<file path="src/inc/gpab_defs.svh">
// Register offsets, widths and reset values for the two-port GPIO block
`ifndef GPAB_DEFS_SVH
`define GPAB_DEFS_SVH

`define GPAB_PORT_W       8
`define GPAB_CHSEL_W      5
`define GPAB_BUS_DW       32
`define GPAB_BUS_AW       8

// Byte offsets on the bus; each register is one aligned word
`define GPAB_OFF_A_DATA   8'h00
`define GPAB_OFF_A_DIR    8'h04
`define GPAB_OFF_A_PUE    8'h08
`define GPAB_OFF_B_DATA   8'h0c
`define GPAB_OFF_B_DIR    8'h10

`define GPAB_DIR_RST      8'h00
`define GPAB_PUE_RST      8'h00
`define GPAB_RD_UNMAPPED  32'h0000_0000

`endif

</file>
<file path="src/inc/gpab_pkg.sv">
// Types shared by the two-port GPIO block
package gpab_pkg;
  // Drive side of one 8-bit port: level and output enable per pin
  typedef struct packed {
    logic [7:0] level;
    logic [7:0] oe;
  } gpab_drive_s;
endpackage

</file>
<file path="src/core/gpab_sync.sv">
// Two-flop synchroniser for pin levels entering the core clock domain
module gpab_sync #(
  parameter int WIDTH = 16
) (
  input  wire logic             core_clk_in,
  input  wire logic             rst_in,
  input  wire logic [WIDTH-1:0] async_in,
  output logic      [WIDTH-1:0] sync_out
);
  logic [WIDTH-1:0] meta_q;
  logic [WIDTH-1:0] meta_d;
  logic [WIDTH-1:0] sync_q;
  logic [WIDTH-1:0] sync_d;

  always_comb begin
    meta_d = async_in;
    sync_d = meta_q;
  end

  always_ff @(posedge core_clk_in or posedge rst_in) begin
    if (rst_in) begin
      meta_q <= '0;
      sync_q <= '0;
    end else begin
      meta_q <= meta_d;
      sync_q <= sync_d;
    end
  end

  assign sync_out = sync_q;
endmodule

</file>
<file path="src/core/gpab_port.sv">
// Two 8-bit GPIO ports, pull-ups on port A only, keypad sharing and converter override, Wishbone slave
//
// Our own choice: the Wishbone slave port.
`include "gpab_defs.svh"

// Contract
// - Port A data latches survive reset
// - Port A direction 1 enables driver
// - Reset clears port A direction bits
// - Port A read returns latch for outputs
// - Port A read returns pin for inputs
// - Latch always writable, pin read unaffected
// - Pull-up only when enabled and input
// - Pull-up enable bits individually writable
// - Port A pins feed keypad interrupt enables
// - Port B data latches survive reset
// - Converter-selected port B pin forced analog
// - Unselected port B pins stay digital
// - Port B direction 1 enables driver
// - Port B read: latch outputs, pin inputs
// - Reset clears port B direction bits
module gpab_port (
  input  wire logic                    core_clk_in,
  input  wire logic                    rst_in,
  input  wire logic                    wb_cyc_in,
  input  wire logic                    wb_stb_in,
  input  wire logic                    wb_we_in,
  input  wire logic [7:0]              wb_adr_in,
  input  wire logic [3:0]              wb_sel_in,
  input  wire logic [31:0]             wb_dat_in,
  output logic      [31:0]             wb_dat_out,
  output logic                         wb_ack_out,
  input  wire logic [7:0]              first_port_pin_in,
  output gpab_pkg::gpab_drive_s        first_port_drive_out,
  output logic      [7:0]              first_port_pullup_out,
  input  wire logic [7:0]              second_port_pin_in,
  output gpab_pkg::gpab_drive_s        second_port_drive_out,
  output logic      [7:0]              analog_inputs_out,
  input  wire logic [7:0]              keypad_irq_pin_enables_in,
  output logic      [7:0]              keypad_inputs_out,
  input  wire logic [4:0]              converter_channel_select_in
);
  import gpab_pkg::*;

  logic [7:0]  pa_sync;
  logic [7:0]  pb_sync;

  // Data latches: no reset, reset leaves them as they were
  logic [7:0]  pa_lat_q;
  logic [7:0]  pa_lat_d;
  logic [7:0]  pb_lat_q;
  logic [7:0]  pb_lat_d;

  // Control registers
  logic [7:0]  pa_dir_q;
  logic [7:0]  pa_dir_d;
  logic [7:0]  pa_pue_q;
  logic [7:0]  pa_pue_d;
  logic [7:0]  pb_dir_q;
  logic [7:0]  pb_dir_d;

  // Bus slave state
  logic        ack_q;
  logic        ack_d;
  logic [31:0] dat_q;
  logic [31:0] dat_d;

  // Registered outputs
  gpab_drive_s pa_drv_q;
  gpab_drive_s pa_drv_d;
  gpab_drive_s pb_drv_q;
  gpab_drive_s pb_drv_d;
  logic [7:0]  pa_pull_q;
  logic [7:0]  pa_pull_d;
  logic [7:0]  an_q;
  logic [7:0]  an_d;
  logic [7:0]  kbd_q;
  logic [7:0]  kbd_d;

  logic        req;
  logic        wr_commit;
  logic [5:0]  widx;

  // Per bit: latch where the pin is driven, pin level where it is not
  function automatic logic [7:0] read_mix(input logic [7:0] drv, input logic [7:0] lat,
                                          input logic [7:0] pin);
    read_mix = (drv & lat) | (~drv & pin);
  endfunction

  // Channel codes past the last port pin select no pin of this port
  function automatic logic [7:0] chan_onehot(input logic [4:0] sel);
    logic [7:0] oh;
    oh = 8'h00;
    if (sel < 5'h08) begin
      oh[sel[2:0]] = 1'b1;
    end
    chan_onehot = oh;
  endfunction

  gpab_sync #(
    .WIDTH(16)
  ) u_sync (
    .core_clk_in(core_clk_in),
    .rst_in     (rst_in),
    .async_in   ({second_port_pin_in, first_port_pin_in}),
    .sync_out   ({pb_sync, pa_sync})
  );

  assign req       = wb_cyc_in & wb_stb_in;
  assign widx      = wb_adr_in[7:2];
  // A write lands only on the edge where the master sees ack
  assign wr_commit = req & wb_we_in & ack_q & wb_sel_in[0];

  always_comb begin
    pa_lat_d = pa_lat_q;
    pb_lat_d = pb_lat_q;
    pa_dir_d = pa_dir_q;
    pa_pue_d = pa_pue_q;
    pb_dir_d = pb_dir_q;
    if (wr_commit) begin
      case (widx)
        `GPAB_OFF_A_DATA >> 2: pa_lat_d = wb_dat_in[7:0];
        `GPAB_OFF_A_DIR >> 2:  pa_dir_d = wb_dat_in[7:0];
        `GPAB_OFF_A_PUE >> 2:  pa_pue_d = wb_dat_in[7:0];
        `GPAB_OFF_B_DATA >> 2: pb_lat_d = wb_dat_in[7:0];
        `GPAB_OFF_B_DIR >> 2:  pb_dir_d = wb_dat_in[7:0];
        default: begin
        end
      endcase
    end
  end

  // Single wait state: ack one cycle after the request, dropped the cycle after
  always_comb begin
    ack_d = req & ~ack_q;
    dat_d = `GPAB_RD_UNMAPPED;
    if (req & ~ack_q & ~wb_we_in) begin
      case (widx)
        `GPAB_OFF_A_DATA >> 2: dat_d = {24'h000000, read_mix(pa_dir_q, pa_lat_q, pa_sync)};
        `GPAB_OFF_A_DIR >> 2:  dat_d = {24'h000000, pa_dir_q};
        `GPAB_OFF_A_PUE >> 2:  dat_d = {24'h000000, pa_pue_q};
        // An analog pin has no digital driver, so it reads as the pin
        `GPAB_OFF_B_DATA >> 2: dat_d = {24'h000000, read_mix(pb_dir_q & ~an_q, pb_lat_q, pb_sync)};
        `GPAB_OFF_B_DIR >> 2:  dat_d = {24'h000000, pb_dir_q};
        default:               dat_d = `GPAB_RD_UNMAPPED;
      endcase
    end
  end

  // Outputs follow the next register values so a write shows at the ack edge
  always_comb begin
    pa_drv_d.oe    = pa_dir_d;
    pa_drv_d.level = pa_lat_d & pa_dir_d;
    // Pull-up drops out as soon as the pin turns output
    pa_pull_d      = pa_pue_d & ~pa_dir_d;
    an_d           = chan_onehot(converter_channel_select_in);
    pb_drv_d.oe    = pb_dir_d & ~an_d;
    pb_drv_d.level = pb_lat_d & pb_dir_d & ~an_d;
    kbd_d          = pa_sync & keypad_irq_pin_enables_in;
  end

  // Latches deliberately carry no reset
  always_ff @(posedge core_clk_in) begin
    pa_lat_q <= pa_lat_d;
    pb_lat_q <= pb_lat_d;
  end

  always_ff @(posedge core_clk_in or posedge rst_in) begin
    if (rst_in) begin
      pa_dir_q  <= `GPAB_DIR_RST;
      pa_pue_q  <= `GPAB_PUE_RST;
      pb_dir_q  <= `GPAB_DIR_RST;
      ack_q     <= 1'b0;
      dat_q     <= `GPAB_RD_UNMAPPED;
      pa_drv_q  <= '0;
      pb_drv_q  <= '0;
      pa_pull_q <= 8'h00;
      an_q      <= 8'h00;
      kbd_q     <= 8'h00;
    end else begin
      pa_dir_q  <= pa_dir_d;
      pa_pue_q  <= pa_pue_d;
      pb_dir_q  <= pb_dir_d;
      ack_q     <= ack_d;
      dat_q     <= dat_d;
      pa_drv_q  <= pa_drv_d;
      pb_drv_q  <= pb_drv_d;
      pa_pull_q <= pa_pull_d;
      an_q      <= an_d;
      kbd_q     <= kbd_d;
    end
  end

  assign wb_ack_out            = ack_q;
  assign wb_dat_out            = dat_q;
  assign first_port_drive_out  = pa_drv_q;
  assign second_port_drive_out = pb_drv_q;
  assign first_port_pullup_out = pa_pull_q;
  assign analog_inputs_out     = an_q;
  assign keypad_inputs_out     = kbd_q;
endmodule

</file>
<file path="config.mk">
export PLATFORM = sky130hd
export DESIGN_NAME = gpab_port
export DESIGN_NICKNAME = d
export VERILOG_FILES = /design/src/inc/gpab_pkg.sv /design/src/core/gpab_sync.sv /design/src/core/gpab_port.sv
export VERILOG_INCLUDE_DIRS = /design/src /design/src/inc
export SDC_FILE = /design/constraint.sdc
export NUM_CORES = 1
export LEC_CHECK = 0
export BUFFER_PORTS_ARGS = -buffer_cell sky130_fd_sc_hd__buf_2
export CORE_ASPECT_RATIO = 0.5
export CORE_UTILIZATION = 54
export CTS_BUF_LIST = sky130_fd_sc_hd__clkbuf_16
export CTS_CLUSTER_DIAMETER = 40
export DETAILED_ROUTE_END_ITERATION = 8
export PLACE_DENSITY = 0.85
export SLEW_MARGIN = 25
export SYNTH_ARGS = -nofsm -noshare
export SYNTH_HDL_FRONTEND = slang
export SYNTH_HIERARCHICAL = 1
export SYNTH_SLANG_ARGS = --single-unit
</file>
<file path="constraint.sdc">
create_clock -name core_clk_in -period 4.1 [get_ports core_clk_in]
set_input_delay 0.41 -clock core_clk_in [delete_from_list [all_inputs] [get_ports core_clk_in]]
set_output_delay 0.41 -clock core_clk_in [all_outputs]
set_load 0.03 [all_outputs]
</file>
# After elaboration in Yosys (flattened, before gate mapping)
# Index checks and enable logic that the tools add are counted.
dict set report word_totals {
  in_bits 78
  reg_bits 153
  out_inout_bits 89
  wordCells 65
}
dict set report op_classes {
  n_bitwise 26
  n_mux 15
  reduce_logical 2
  order_cmp 3
  eq_ne 4
}
# cell count
set ops {}
lappend ops {{8-bit two-way mux} 12}
lappend ops {{8-bit AND} 11}
lappend ops {{8-bit inverter} 5}
lappend ops {{8-bit one-hot mux with 5 select lines} 1}
lappend ops {{8-bit bitwise OR} 2}
lappend ops {{6-bit by 2-bit equality test with 1-bit output (second input constant)} 2}
lappend ops {{1-bit AND} 6}
lappend ops {{6-bit by 1-bit equality test with 1-bit output (second input constant)} 1}
lappend ops {{6-bit by 3-bit equality test with 1-bit output (second input constant)} 1}
lappend ops {{6-bit zero test} 1}
lappend ops {{5-bit by 4-bit < comparator with 1-bit output (second input constant)} 1}
lappend ops {{3-bit by 4-bit < comparator with 1-bit output (second input constant)} 1}
lappend ops {{1-bit demux with 3-bit select} 1}
lappend ops {{3-bit by 1-bit greater-or-equal comparator with 1-bit output (second input constant)} 1}
lappend ops {{1-bit inverter} 2}
lappend ops {{1-bit logical AND} 1}
lappend ops {{1-bit two-way mux} 1}

# Longest topological paths before layout
dict set report depth {
  word_depth 7
  depth_mapped 7
  depth_no_buf 4
}

# Modules after synthesis
# The synthesis kept the hierarchy.
# mod instances seq_area_each_um2 cells_per_inst area_each_um2
set modules_own_cells {}
lappend modules_own_cells {gpab_port 1 2347.3 363 4210.3}
lappend modules_own_cells {gpab_sync 1 800.8 33 804.5}

# Worst setup path after synthesis
# No wires, ideal clock.
dict set report synth_timing {
  path_type {input port to flip-flop}
  startpoint {input port wb_adr_in[5]}
  endpoint {register pa_pull_q[5] (netlist: first_port_pullup_out[5])}
  required_ns 4.027
  path_buffers 2
  setup_time_ns 0.073
  cell_stages 6
  path_slack_ns 1.973
  arrival_time_ns 2.054
  path_cell_list {or4_1 -> buf_2 -> nor4_4 -> buf_6 -> mux2_4 -> nor2b_1}
}
dict set report synth_between {
  elab_chain_len 5
  word_cells_on_any_way 8
  cone_classes {eq/ne (2); mux (4); bitwise (2)}
}
# element line_no
set synth_rtl {}
lappend synth_rtl {{start, declared} gpab_port.sv:28} ;# input wire logic [7:0] wb_adr_in,
lappend synth_rtl {{6-bit by 1-bit equality test with 1-bit output} gpab_port.sv:121} ;# case (widx)
lappend synth_rtl {{8-bit two-way mux} gpab_port.sv:121}
lappend synth_rtl {{8-bit two-way mux} gpab_port.sv:120} ;# if (wr_commit) begin
lappend synth_rtl {{via pa_dir_d[5]} gpab_port.sv:56} ;# logic [7:0] pa_dir_d;
lappend synth_rtl {{8-bit inverter} gpab_port.sv:155} ;# pa_pull_d = pa_pue_d & ~pa_dir_d;
lappend synth_rtl {{8-bit AND} gpab_port.sv:155}
lappend synth_rtl {{via pa_pull_d[5]} gpab_port.sv:74} ;# logic [7:0] pa_pull_d;
lappend synth_rtl {{end signal, assigned} gpab_port.sv:188} ;# pa_pull_q <= pa_pull_d;
lappend synth_rtl {{end, declared} gpab_port.sv:73} ;# logic [7:0] pa_pull_q;
# The timed path passes the listed nets, and every way through them passes these cells.

==> impl_metrics.ini <==
[outcome]
status = complete, but fails checks
violations = DRC

[global_route]
grt_max_degree = 50
grt_pass1_wl_microns = 18920
grt_usage = 0.2683
grt_pass1_vias = 3627
overflow = 0
antenna_found_initial = 0

[synth]
yosysTopAreaCell = dfrtp_1
yosysSeqAreaShare = 0.6277
synthAdderAreaFrac = 0
syn_inst = 396
synth.distinct_cells = 42
synth-simple-area-share = 0.09531
synth-main-ff-cell = dfrtp_1
yosys_register_bits = 129
synth_top_cells_by_area = dfrtp_1 (56%), mux2_2 (7.6%), dfxtp_1 (6.4%)
synthMuxAreaShare = 0.1083
synth-compound-area-share = 0.1010
postSynthAreaPerCell_sq_um = 12.66
ys_async_sr_fraction = 0.8760
synth_top_family_by_area = multiplexers
synth.cell_area_sq_um = 5015
synth_edf_count = 0
synth_xor_area_frac = 0
yosys_warnings = 6
synth_top_area_share = 0.5639

[floorplan]
placementRows = 24
top_level_ports = 167
dieWidth_microns = 138.3
start_util = 0.5661
die_y_microns = 70.14
dieArea_sq_um = 9699
coreArea_sq_um = 8859

[sta]
clock_skew_ns = 0.006151
setup_ws_ns = 1.679
setup-violations-final = 0
hold_viol_final = 0
fmax_mhz = 413.1
relSlewSlack = 0.3239
layout_min_cycle_time_ns = 2.421
setup_tns_ns = 0
final-max-slew-violation-count = 0
finalCritPeriodShare = 0.5904
tightest_slew_ns = 1.011
grt_setup_unrepaired = false
hold_slack_ns = 0.09602

[cts]
cts_max_level = 4
cts_setup_buffers = 0
cts_sinks = 129
postCtsResizedCells = 0
cts_buffers = 17
cts.root.buffer_cell = clkbuf_16
clkSlewWorstSetupHoldPaths_ns = 0.06
clkLatencyLatePin_ns = 0.41
cts_tree = built
holdBufCountCts = 0
clockBufferDepth = 2

[placement]
port_buffers = 113
dp_slack_ns = 1.454
gp_congestion = 0.8261
place_area_sq_um = 5603
dp_hpwl_microns = 7520

[cells_and_area]
utilization = 0.7004
antenna_cells = 0
syn2layout_area_growth_pct = 23.73
design_area_sq_um = 6205
fill_cells = 592
nets = 594
drive_above_1_share = 0.3667

[route]
first_pass_iters = 7
ant_nets = 0
drc = 10
routedWlPerCell_microns = 18.49
vias_per_cell = 5.525
vias = 3569
wirelength_microns = 11950
drtIter0Drc = 313

[power_and_ir_drop]
power_density_nw_per_um2 = 484.7
p_leak_nw = 3.165
ir_drop_uv = 384.6

[worst_setup_path]
path_class = flip-flop to flip-flop
required_ns = 4.45
cp.arrival_ns = 2.77
end_kind = flip-flop
startpoint_type = flip-flop
worstPathMaxFanout = 16

[flow_run]
drv_cap = 0

[min_path]
worst_hold_path_type = primary input to flip-flop
## flip-flops by register name, summed over array words and instances (netlist names), 16 cells and up
name	cells
second_port_drive_out	16
first_port_drive_out	16
u_sync/sync_out	16
u_sync/meta_q	16
## layout by cell type, fill, tap and decap left out, drive strengths merged, types with 2 or more instances in the layout
cell type  synthesis  layout
a211o              4       4
a21oi             20      20
a22oi              3       3
a311o              4       4
a31oi              7       7
and2               9       9
and4               2       2
buf               31     119
bufinv             0       4
clkbuf            10      17
clkinv             0       6
clkinvlp           0       3
conb               1      24
dfrtp            113     113
dfxtp             16      16
inv               21      23
mux2              36      36
mux2i             13      13
nand2              9       9
nand3              3       3
nand3b             8       8
nand4              2       2
nor2              15      15
nor2b             13      13
nor3              12      12
nor4               2       2
o21a               2       2
o21ai              8       8
o221a              8       8
o22ai              8       8
o31a               6       6
or3                2       2
## critical path: stages, from the launching register on
cell and delay [ns]:
dfrtp_1 0.40, and4_1 0.28, nand4_1 0.81, mux2i_1 0.65, o21a_1 0.20
## per-stage QoR
step / power [W] / cells
2_1_floorplan: 0.001449 / 419
3_3_place_gp: 0.001486 / 614
3_5_place_dp: 0.001491 / 614
4_1_cts: 0.003023 / 646
5_1_grt: 0.003095 / 646
6_report: 0.003007 / 646
## final timing paths
kind                                       startpoint                                 end  slack (ns)  depth (start not counted)
setup / recovery                 wb_ack_out$_DFF_PP0_  second_port_drive_out[3]$_DFF_PP0_        1.68                          4
hold / removal                  second_port_pin_in[6]         u_sync/meta_q[14]$_DFF_PP0_         0.1                          1
setup reg to reg                 wb_ack_out$_DFF_PP0_  second_port_drive_out[3]$_DFF_PP0_        1.68                          4
hold reg to reg            u_sync/meta_q[8]$_DFF_PP0_        u_sync/sync_out[8]$_DFF_PP0_        0.35                          0
max in group asynchronous                      rst_in  first_port_pullup_out[1]$_DFF_PP0_        3.03                          3
min in group asynchronous                      rst_in         u_sync/meta_q[14]$_DFF_PP0_        0.11                          3
## kinds of logic after synthesis
logic type             count (synthesis)
AOI/OAI and AO/OA                     72
buffers and inverters                 62
DFF                                  129
muxes                                 49
other                                  1
and+or+nand+nor                       83
## cells in the mapped netlist (3+ instances only)
cell type,number
mux2i_1,13
a21oi_1,20
buf_4,24
a211o_1,4
clkbuf_1,10
nand2_1,9
and2_1,9
o22ai_1,8
o221a_2,8
o31a_1,6
dfxtp_1,16
nor2_1,15
a31oi_1,7
buf_2,4
nand3b_1,8
mux2_2,34
nor3_1,12
dfrtp_1,113
nand3_1,3
o21ai_0,8
inv_1,21
nor2b_1,13
a22oi_1,3
a311o_1,4
## cell type report
class | instances | area (sq um) | area share
clock buffer | 17 | 425.4 | 0.06856
clock inverter | 15 | 176.4 | 0.02843
tap | 117 | 146.4 | 0.02359
timing repair buffer | 119 | 610.6 | 0.09841
sequential | 129 | 3148 | 0.5074
multi-input combinational | 228 | 1618 | 0.2607
inverter | 21 | 80.08 | 0.01291
## where the power goes
group          internal [W]  switching, W
Sequential          0.00130     0.0000115
Combinational     0.0000412      0.000119
Clock               0.00100      0.000537
Total               0.00234      0.000667
## per-layer routing
layer,routed length [microns],up-vias,global-route usage,share of wire
li1,-,1595,-,-
met1,4778,1735,0.3203,0.40
met2,5730,203,0.4342,0.48
met3,1138,36,0.09122,0.095
met4,301,0,0.1498,0.025
met5,0,-,0,0
Note: power is estimated with default switching activity, not from simulation.
